==> config.mk <==
export PLATFORM = sky130hd
export DESIGN_NAME = tmz_timer
export DESIGN_NICKNAME = d
export VERILOG_FILES = /design/src/tmz_pkg.sv /design/src/tmz_sync2.sv /design/src/tmz_timer.sv
export SDC_FILE = /design/constraint.sdc
export NUM_CORES = 1
export LEC_CHECK = 0
export BUFFER_PORTS_ARGS = -buffer_cell sky130_fd_sc_hd__buf_2
export CORE_UTILIZATION = 55
export CTS_CLUSTER_DIAMETER = 50
export DETAILED_ROUTE_END_ITERATION = 16
export PLACE_DENSITY = 0.8
export SLEW_MARGIN = 20
export SYNTH_ARGS = -nofsm -noshare
export SYNTH_HDL_FRONTEND = slang
export SYNTH_SLANG_ARGS = --single-unit
==> constraint.sdc <==
create_clock -name clk -period 3.69 [get_ports clk]
set_input_delay 1.107 -clock clk [delete_from_list [all_inputs] [get_ports clk]]
set_output_delay 1.107 -clock clk [all_outputs]
set_load 0.02 [all_outputs]
==> src/tmz_pkg.sv <==
package tmz_pkg;
    // register byte offsets on the apb slave
    localparam logic [7:0] ADDR_COUNT_LOW = 8'h00;
    localparam logic [7:0] ADDR_COUNT_HIGH = 8'h04;
    localparam logic [7:0] ADDR_CONTROL_PRIMARY = 8'h08;
    localparam logic [7:0] ADDR_CONTROL_CLOCKING = 8'h0c;
    localparam logic [7:0] ADDR_IRQ_STATUS = 8'h10;
    localparam logic [7:0] ADDR_IRQ_MASK = 8'h14;

    // field positions inside timer_control_primary
    localparam int CP_ENABLE_BIT = 7;
    localparam int CP_OUT_STATUS_BIT = 5;
    localparam int CP_WIDTH_BIT = 4;
    // field positions inside timer_control_clocking
    localparam int CC_SOURCE_LSB = 5;
    localparam int CC_ASYNC_BIT = 4;

    // values after reset
    localparam logic [7:0] RESET_COUNT_LOW = 8'h00;
    localparam logic [7:0] RESET_COUNT_HIGH = 8'h00;
    localparam logic [7:0] RESET_CONTROL_PRIMARY = 8'h00;
    localparam logic [7:0] RESET_CONTROL_CLOCKING = 8'h00;

    // prescaler chain length: ratio 2^15 needs 15 stages
    localparam int PRESCALE_BITS = 15;

    typedef enum logic [2:0] {
        TMZ_SRC_PIN_TRUE = 3'h0,
        TMZ_SRC_PIN_INVERTED = 3'h1,
        TMZ_SRC_SYSCLK_DIV4 = 3'h2,
        TMZ_SRC_HF_OSC = 3'h3,
        TMZ_SRC_LF_OSC = 3'h4,
        TMZ_SRC_SECONDARY_OSC = 3'h5,
        TMZ_SRC_LOGIC_CELL_ONE = 3'h6,
        TMZ_SRC_RESERVED = 3'h7
    } tmz_src_t;

    // apb request as seen by the slave
    typedef struct packed {
        logic psel;
        logic penable;
        logic pwrite;
        logic [7:0] paddr;
        logic [31:0] pwdata;
    } tmz_apb_req_t;

    // count clock sources arriving from outside the block
    typedef struct packed {
        logic count_input_pin;
        logic high_freq_internal_osc;
        logic low_freq_internal_osc;
        logic secondary_oscillator;
        logic logic_cell_one_output;
    } tmz_clk_src_t;
endpackage

==> src/tmz_sync2.sv <==
`timescale 1ns/1ps
module tmz_sync2 (
    input wire logic clk,
    input wire logic resetn,
    input wire logic ce,
    input wire logic d,
    output logic q
);
    typedef struct packed {
        logic s1;
        logic s2;
    } tmz_sync_st_t;

    tmz_sync_st_t r;
    tmz_sync_st_t next_r;

    // first stage is only ever read by the second
    always_comb begin
        next_r = r;
        next_r.s1 = d;
        next_r.s2 = r.s1;
    end

    always_ff @(posedge clk or negedge resetn) begin
        if (!resetn) begin
            r <= '0;
        end else if (ce) begin
            r <= next_r;
        end
    end

    assign q = r.s2;
endmodule

==> src/tmz_timer.sv <==
// Decided for this implementation: the APB register port and the register addresses.
`timescale 1ns/1ps
// Function
// - the output divider field divides match or rollover events by its value plus one, 1:1 up to 1:16.
// - the clock source field picks pin true, pin inverted, sysclk/4, hf osc, lf osc, secondary osc, logic cell one; 111 gives no clock.
// - with the async bit set the prescaled input reaches the counter without the synchroniser.
// - the high and low bytes of the 16-bit count are separate software byte registers.
// - an event occurs when low equals high in 8-bit mode or when the 16-bit count rolls over from ffff.
// - the event flag is set once per divider value plus one events, every event at 1:1.
// - the width bit selects a 16-bit counter when 1 and an 8-bit counter compared against high when 0.
// - the enable bit runs the timer when 1 and holds it idle when 0.
module tmz_timer (
    input wire logic clk,
    input wire logic resetn,
    input wire logic ce,
    input wire tmz_pkg::tmz_apb_req_t apb_req,
    output logic [31:0] prdata,
    output logic pready,
    output logic pslverr,
    input wire tmz_pkg::tmz_clk_src_t clk_src,
    output logic timer_out,
    output logic irq
);
    import tmz_pkg::*;

    typedef struct packed {
        logic src_q;
        logic [1:0] div4;
        logic [PRESCALE_BITS-1:0] pre_cnt;
        logic lvl_q;
        logic [7:0] count_low_byte;
        logic [7:0] count_high_byte;
        logic timer_module_enable;
        logic width_select;
        logic [3:0] output_divider_select;
        logic [3:0] post_cnt;
        logic timer_output_status;
        tmz_src_t count_clock_source_select;
        logic input_async_select;
        logic [3:0] input_prescale_select;
        logic irq_status;
        logic irq_mask;
        logic [31:0] prdata;
        logic pready;
        logic pslverr;
        logic irq;
    } tmz_state_t;

    tmz_state_t r;
    tmz_state_t next_r;
    logic sync_lvl;
    logic pre_lvl;

    // prescaled level picked for the synchroniser; stage chosen by the prescale field
    always_comb begin
        if (r.input_prescale_select == 4'h0) begin
            pre_lvl = r.src_q;
        end else begin
            pre_lvl = r.pre_cnt[r.input_prescale_select - 4'h1];
        end
    end

    tmz_sync2 u_sync (
        .clk(clk),
        .resetn(resetn),
        .ce(ce),
        .d(pre_lvl),
        .q(sync_lvl)
    );

    // whole timer, register file and bus answer
    always_comb begin
        logic sel;
        logic cnt_lvl;
        logic tick;
        logic evt;
        logic flag_set;
        logic setup;
        logic access;
        logic wr;
        logic rd_status;
        logic clr_scalers;
        logic hit;
        logic [15:0] wide_next;
        sel = 1'b0;
        cnt_lvl = 1'b0;
        tick = 1'b0;
        evt = 1'b0;
        flag_set = 1'b0;
        hit = 1'b0;
        setup = 1'b0;
        access = 1'b0;
        wr = 1'b0;
        rd_status = 1'b0;
        clr_scalers = 1'b0;
        wide_next = 16'h0000;
        next_r = r;

        // count source mux; reserved code gives a dead input
        unique case (r.count_clock_source_select)
            TMZ_SRC_PIN_TRUE: sel = clk_src.count_input_pin;
            TMZ_SRC_PIN_INVERTED: sel = ~clk_src.count_input_pin;
            TMZ_SRC_SYSCLK_DIV4: sel = r.div4[1];
            TMZ_SRC_HF_OSC: sel = clk_src.high_freq_internal_osc;
            TMZ_SRC_LF_OSC: sel = clk_src.low_freq_internal_osc;
            TMZ_SRC_SECONDARY_OSC: sel = clk_src.secondary_oscillator;
            TMZ_SRC_LOGIC_CELL_ONE: sel = clk_src.logic_cell_one_output;
            TMZ_SRC_RESERVED: sel = 1'b0;
        endcase
        next_r.div4 = r.div4 + 2'h1;
        next_r.src_q = sel;

        // prescaler ripples on source rising edges; held clear while disabled to save toggling
        if (!r.timer_module_enable) begin
            next_r.pre_cnt = '0;
        end else if (sel && !r.src_q) begin
            next_r.pre_cnt = r.pre_cnt + 15'h0001;
        end

        // async skips two flops of latency but gives no metastability margin
        cnt_lvl = r.input_async_select ? pre_lvl : sync_lvl;
        next_r.lvl_q = cnt_lvl;
        tick = r.timer_module_enable && cnt_lvl && !r.lvl_q;

        // counter in 8-bit compare or 16-bit rollover form
        if (tick) begin
            if (r.width_select) begin
                wide_next = {r.count_high_byte, r.count_low_byte} + 16'h0001;
                next_r.count_high_byte = wide_next[15:8];
                next_r.count_low_byte = wide_next[7:0];
                evt = ({r.count_high_byte, r.count_low_byte} == 16'hffff);
            end else begin
                hit = (r.count_low_byte == r.count_high_byte);
                next_r.count_low_byte = hit ? 8'h00 : r.count_low_byte + 8'h01;
                evt = hit;
            end
        end

        // postscaler: one flag per divider+1 events, output toggles with it
        if (evt) begin
            if (r.post_cnt == r.output_divider_select) begin
                next_r.post_cnt = 4'h0;
                flag_set = 1'b1;
                next_r.timer_output_status = ~r.timer_output_status;
            end else begin
                next_r.post_cnt = r.post_cnt + 4'h1;
            end
        end

        // apb slave: answer prepared in setup, taken in the first access cycle
        setup = apb_req.psel && !apb_req.penable;
        access = apb_req.psel && apb_req.penable && r.pready;
        wr = access && apb_req.pwrite;
        rd_status = access && !apb_req.pwrite && (apb_req.paddr == ADDR_IRQ_STATUS);
        next_r.pready = setup;
        next_r.pslverr = 1'b0;
        if (setup) begin
            next_r.prdata = 32'h0000_0000;
            unique case (apb_req.paddr)
                ADDR_COUNT_LOW: next_r.prdata[7:0] = r.count_low_byte;
                ADDR_COUNT_HIGH: next_r.prdata[7:0] = r.count_high_byte;
                ADDR_CONTROL_PRIMARY: begin
                    next_r.prdata[CP_ENABLE_BIT] = r.timer_module_enable;
                    next_r.prdata[CP_OUT_STATUS_BIT] = r.timer_output_status;
                    next_r.prdata[CP_WIDTH_BIT] = r.width_select;
                    next_r.prdata[3:0] = r.output_divider_select;
                end
                ADDR_CONTROL_CLOCKING: begin
                    next_r.prdata[CC_SOURCE_LSB+2:CC_SOURCE_LSB] = r.count_clock_source_select;
                    next_r.prdata[CC_ASYNC_BIT] = r.input_async_select;
                    next_r.prdata[3:0] = r.input_prescale_select;
                end
                ADDR_IRQ_STATUS: next_r.prdata[0] = r.irq_status || flag_set; // an event now is shown, not lost
                ADDR_IRQ_MASK: next_r.prdata[0] = r.irq_mask;
                default: next_r.pslverr = 1'b1; // unmapped reads zero with an error
            endcase
        end

        // software writes win over the counter update of the same cycle
        if (wr) begin
            unique case (apb_req.paddr)
                ADDR_COUNT_LOW: begin
                    next_r.count_low_byte = apb_req.pwdata[7:0];
                    clr_scalers = 1'b1;
                end
                ADDR_COUNT_HIGH: next_r.count_high_byte = apb_req.pwdata[7:0];
                ADDR_CONTROL_PRIMARY: begin
                    next_r.timer_module_enable = apb_req.pwdata[CP_ENABLE_BIT];
                    next_r.width_select = apb_req.pwdata[CP_WIDTH_BIT];
                    next_r.output_divider_select = apb_req.pwdata[3:0];
                    clr_scalers = 1'b1;
                end
                ADDR_CONTROL_CLOCKING: begin
                    next_r.count_clock_source_select = tmz_src_t'(apb_req.pwdata[CC_SOURCE_LSB+2:CC_SOURCE_LSB]);
                    next_r.input_async_select = apb_req.pwdata[CC_ASYNC_BIT];
                    next_r.input_prescale_select = apb_req.pwdata[3:0];
                end
                ADDR_IRQ_MASK: next_r.irq_mask = apb_req.pwdata[0];
                default: ;
            endcase
        end
        if (clr_scalers) begin
            next_r.pre_cnt = '0;
            next_r.post_cnt = 4'h0;
        end

        // sticky flag: a new event beats the read-clear of the same cycle
        next_r.irq_status = (r.irq_status && !rd_status) || flag_set;
        next_r.irq = next_r.irq_status && next_r.irq_mask;
    end

    always_ff @(posedge clk or negedge resetn) begin
        if (!resetn) begin
            r <= '0;
            r.count_low_byte <= RESET_COUNT_LOW;
            r.count_high_byte <= RESET_COUNT_HIGH;
            r.timer_module_enable <= RESET_CONTROL_PRIMARY[CP_ENABLE_BIT];
            r.count_clock_source_select <= tmz_src_t'(RESET_CONTROL_CLOCKING[CC_SOURCE_LSB+2:CC_SOURCE_LSB]);
        end else if (ce) begin
            r <= next_r;
        end
    end

    assign prdata = r.prdata;
    assign pready = r.pready;
    assign pslverr = r.pslverr;
    assign timer_out = r.timer_output_status;
    assign irq = r.irq;
endmodule

# After elaboration in Yosys (flattened, before gate mapping)
# Index checks and enable logic that the tools add are counted.
[word_totals]
regBits = 69
inputBits = 51
output_inout_bits = 36
[op_classes]
n_addsub = 6
n_lt_le_gt_ge = 1
n_eq_ne = 16
mux = 34
bitwise_logic = 2
n_reduce_logical = 30
[op_table]
columns = ["op", "n"]
rows = [
  ["$mux 15", 3],
  ["$mux 8", 5],
  ["$mux 22", 1],
  ["$pmux 5 s4", 1],
  ["$add 16x1->16 const B", 1],
  ["$eq 16x16->1 const B", 1],
  ["$eq 8x4->1 const B", 2],
  ["$eq 8x5->1 const B", 2],
  ["$mux 16", 1],
  ["$add 15x1->15 const B", 1],
  ["$mux 1", 14],
  ["$eq 3x3->1 const B", 4],
  ["$logic_and 1x1->1", 11],
  ["$reduce_and 3->1", 3],
  ["$add 8x1->8 const B", 1],
  ["$eq 8x3->1 const B", 1],
  ["$eq 8x8->1", 1],
  ["$logic_not 8->1", 1],
  ["$mux 4", 2],
  ["$pmux 1 s8", 1],
  ["$eq 3x2->1 const B", 2],
  ["$mux 6", 1],
  ["$pmux 1 s6", 1],
  ["$reduce_and 2->1", 3],
  ["19 further kinds", 25],
]

# Longest topological paths before layout
[logic_depth]
depth_word = 11
depth_mapped = 12
mapped_depth_nobuf = 9

# Modules after synthesis
# From an unflattened synthesis, not the netlist that was laid out.
[unflattened]
hier_cells = 492
area_unflattened_um2 = 4662.0
[by_module_without_submodules]
columns = ["mod", "instances", "cells_per_inst", "area_per_inst_um2"]
rows = [
  ["tmz_timer", 1, 488, 4589.4],
  ["tmz_sync2", 1, 4, 72.6],
]

# Worst setup path before layout
# OpenSTA, ideal clock, no wires.
[synth_path]
kind = "input -> register"
from = "input port apb_req[33] in the netlist's numbering"
to = "register r[39] in the netlist's numbering"
arrival_ns = 3.063
required_ns = 3.565
slack_ns = 0.503
path_stages = 6
cell_sequence = "or4_4 -> or3_4 -> clkbuf_1 -> or2_1 -> nor2_2 -> mux2_2"
[synth_between]
elab_chain_len = 2
[synth_lines]
columns = ["item", "line", "text"]
rows = [
  ["from (decl)", "tmz_timer.sv:16", "input wire tmz_pkg::tmz_apb_req_t apb_req,"],
  ["$eq 8x4->1", "tmz_timer.sv:181", "unique case (apb_req.paddr)"],
  ["$reduce_and 3->1 (no source line)", "--", ""],
  ["to (signal assigned)", "tmz_timer.sv:220", "r <= next_r;"],
  ["to (decl)", "tmz_timer.sv:49", "tmz_state_t r;"],
]
# Every way passes these cells.
# A chain may end at the register's enable or synchronous reset.

# Worst setup path after layout
[layout_path]
from = "register r[37] in the netlist's numbering"
to = "register r[63] in the netlist's numbering"
[layout_between]
elab_chain_len = 10
word_cells_on_any_way = 11
classes_between = "1 x add/sub; 7 x mux; 3 x reduce/logical"
[layout_lines]
columns = ["item", "line", "text"]
rows = [
  ["$sub 4x1->4", "tmz_timer.sv:59", "pre_lvl = r.pre_cnt[r.input_prescale_select - 4'h1];"],
  ["$bmux 1 s4", "tmz_timer.sv:59", ""],
  ["$mux 1 (implied by the code)", "tmz_timer.sv:59", ""],
  ["$mux 1 (*)", "tmz_timer.sv:56", "if (r.input_prescale_select == 4'h0) begin"],
  ["$mux 1 (*)", "tmz_timer.sv:121", "cnt_lvl = r.input_async_select ? pre_lvl : sync_lvl;"],
  ["$logic_and 1x1->1 (*) (2 in series)", "tmz_timer.sv:123", "tick = r.timer_module_enable && cnt_lvl && !r.lvl_q;"],
  ["$mux 16 (*)", "tmz_timer.sv:126", "if (tick) begin"],
  ["$mux 8", "tmz_timer.sv:181", ""],
  ["$mux 22 (*)", "tmz_timer.sv:180", "if (wr) begin"],
]
# Every way passes the cells marked *; elsewhere a longest branch is shown, timed or not. The select of a mux whose other input is x is not followed.

==> impl_metrics.tcl <==
set metrics [dict create \
    r2r-end "r[63]" \
    hold_end "r[88]" \
    die-area_um2 8610 \
    ys_warn_count 0 \
    hold_path_class "reg -> reg" \
    leakage_uw 0.00218 \
    cts_tree "yes" \
    fillers 642 \
    synth-seq-cells 69 \
    synth-seq-area-share_pct 38.1 \
    clockRootBuffer "clkbuf_8" \
    ys_async_sr_fraction_pct 100 \
    die_w_um 92.8 \
    core_um2 7850 \
    cts_setup_buffers 0 \
    reg2reg_from "r[37]" \
    insertion_delay_ns 0.36 \
    syn_avg_cell_area_um2 9.44 \
    p_sw_share_pct 24.9 \
    clock_power_share_pct 42.6 \
    wirelength_mm 10.7 \
    peakVddDrop_mv 0.192 \
    period_minus_slack_ns 3.30 \
    layout_commonest_cell "dfrtp_1" \
    clkSlewWorstSetupHoldPaths_ns 0.07 \
    hold_buffers 0 \
    tightest_slew_ns 0.811 \
    synth_area_um2 4530 \
    pwr-share-seq_pct 47.9 \
    hold_start "r[88]" \
    synth_edf_count 0 \
    grt_antenna_before_repair 0 \
    grt_pass1_wl_mm 17.3 \
    switchingPower_uw 413 \
    start_util_pct 57.7 \
    final_cell_mix "dfrtp_1 (69), buf_2 (38), nand2_1 (35)" \
    power_density_nw_per_um2 341 \
    crit_required_ns 3.94 \
    finalCritPeriodShare_pct 89.5 \
    cp_data_arrival_time_ns 3.55 \
    combPwrFrac_pct 9.5 \
    fin_area_um2 4860 \
    diodes 0 \
    first_pass_iters 5 \
    drive_gt1_share_pct 20.3 \
    path_class "reg -> reg" \
    hold_viol 0 \
    area_delta_synth_final_pct 7.18 \
    ctsResizeCount 0 \
    grt_pass1_vias 3540 \
    die_h_um 92.8 \
    placed_area_um2 4630 \
    cp-end-kind "register" \
    gp_congestion 0.907 \
    fin_skew_ns 0.0150 \
    hold-worst-slack_ns 0.471 \
    hpwlAfterDp_mm 7.66 \
    nets 558 \
    rows 32 \
    r2r_cells 8 \
    ant_nets 0 \
    worstHoldPathCells 1 \
    wl_per_cell_um 17.6 \
    grt_max_degree 36 \
    ys.flop_type "dfrtp_1" \
    cts_buffer_depth 2 \
    portBuffers 38 \
    fmax_mhz 303 \
    drt_iter0_drc 446 \
    power.internal_uw 1240 \
    drc 0 \
    ios 87 \
    start_kind "register" \
    grtUsageTotal_pct 26.1 \
    synthCells 480 \
    numCtsBuffers 9 \
    synthDistinctLibCells 63 \
    r2r_slack_ns 0.39 \
    setup_tns_ns 0 \
    avgViaCountPerCell 6.29 \
    vias 3835 \
    grt_overflow_total 0 \
    rsz0062_at_grt "no" \
    worstPathMaxFanout 15 \
    clock_sinks 69 \
    h-tree-depth 3 \
    setup_viol 0 \
    drv_slew 0 \
    status "finished, final reports clean" \
    max_cap_viol_count 0 \
    slew_headroom_pct 45.5 \
]
-- power by group through the flow --
| stage | Clock (µW) | Sequential [µW] | Combinational, µW |
|---|---|---|---|
| finish | 706 | 793 | 157 |
| global route | 746 | 796 | 171 |
| CTS | 719 | 793 | 156 |
| detailed placement | 0 | 808 | 156 |
| global placement | 0 | 806 | 153 |
| floorplan | 0 | 807 | 118 |
-- synth_stat cells, types with 3 or more instances --
cell type	n	area [µm²]
and2_1	3	18.8
a21oi_1	9	45.0
ha_1	4	50.1
nor3_1	10	50.1
mux2_2	16	180
o21ai_0	30	150
a21o_1	3	22.5
or3_1	10	62.6
buf_4	33	248
a311oi_1	11	96.3
and3_1	14	87.6
nand2_1	35	131
a31oi_1	4	25.0
o211ai_1	6	45.0
clkbuf_1	16	60.1
xor2_1	11	96.3
nand3_1	34	170
or2_1	3	18.8
o31ai_1	3	22.5
inv_1	15	56.3
nand2b_1	10	62.6
xnor2_1	15	131
a211oi_1	8	60.1
buf_6	3	33.8
nor2_1	30	113
mux2i_1	4	40.0
mux4_2	11	248
nor2_2	3	18.8
nand4_1	11	68.8
o21a_1	3	22.5
dfrtp_1	69	1730
buf_2	3	15.0
-- cells by family (layout without fill, tap and decap cells) --
kind of cell	Yosys count	after routing	share of synthesized area, %
DFF	69	69	38.1
muxes	31	31	10.3
and+or+nand+nor	183	183	21.8
adders and majority gates	4	4	1.10
AOI/OAI and AO/OA	94	94	14.3
xor gates and xnor gates	26	26	5.02
other	1	24	0.0827
buffers and inverters	72	77	9.28
-- cell type report --
type                            count  area (µm²)  share of cell area, %
Clock buffer                       12         155                   3.19
Clock inverter                      4        70.1                   1.44
Inverter                           15        56.3                   1.16
Multi-Input combinational cell    362        2470                   50.9
Sequential cell                    69        1730                   35.5
Tap cell                          102         128                   2.63
Timing Repair Buffer               46         250                   5.15
-- per-layer routing --
layer | routed length (µm) | track usage [%] | vias up
met5 | 0 | 0 | -
met4 | 274 | 10.5 | 0
met3 | 854 | 6.16 | 25
met2 | 5070 | 42.1 | 200
met1 | 4510 | 33.8 | 1864
li1 | - | - | 1746
-- flip-flops by register name, indices dropped and copies added, names as in the netlist --
name,flops
u_sync.next_r,1
irq,1
r,55
timer_out,1
pslverr,1
pready,1
prdata,8
u_sync.q,1
-- worst max path at each step --
| stage | from | end |
|---|---|---|
| floorplan | apb_req[33] | r[39] |
| global placement | apb_req[33] | r[68] |
| detailed placement | apb_req[33] | r[77] |
| CTS | r[37] | r[63] |
| global route | r[37] | r[63] |
| finish | r[37] | r[63] |
-- critical path: stages, from the launching register on --
cell and delay (ns):
dfrtp_1 0.46, inv_1 0.13, ha_1 0.43, mux4_2 0.52, o22a_1 0.24, and3_1 0.34, or2_1 0.50, and4_4 0.30
a311oi_1 0.28
-- metrics by stage --
step	cells	utilization, %	worst slack (ns)	power [µW]
after detailed placement	594	59.0	0.269	964
final	610	61.9	0.388	1660
after CTS	610	61.9	0.421	1670
after floorplan	503	-	0.503	925
after global placement	594	59.0	0.296	960
after global routing	610	61.9	0.242	1710
(Power assumes the default switching activity.)
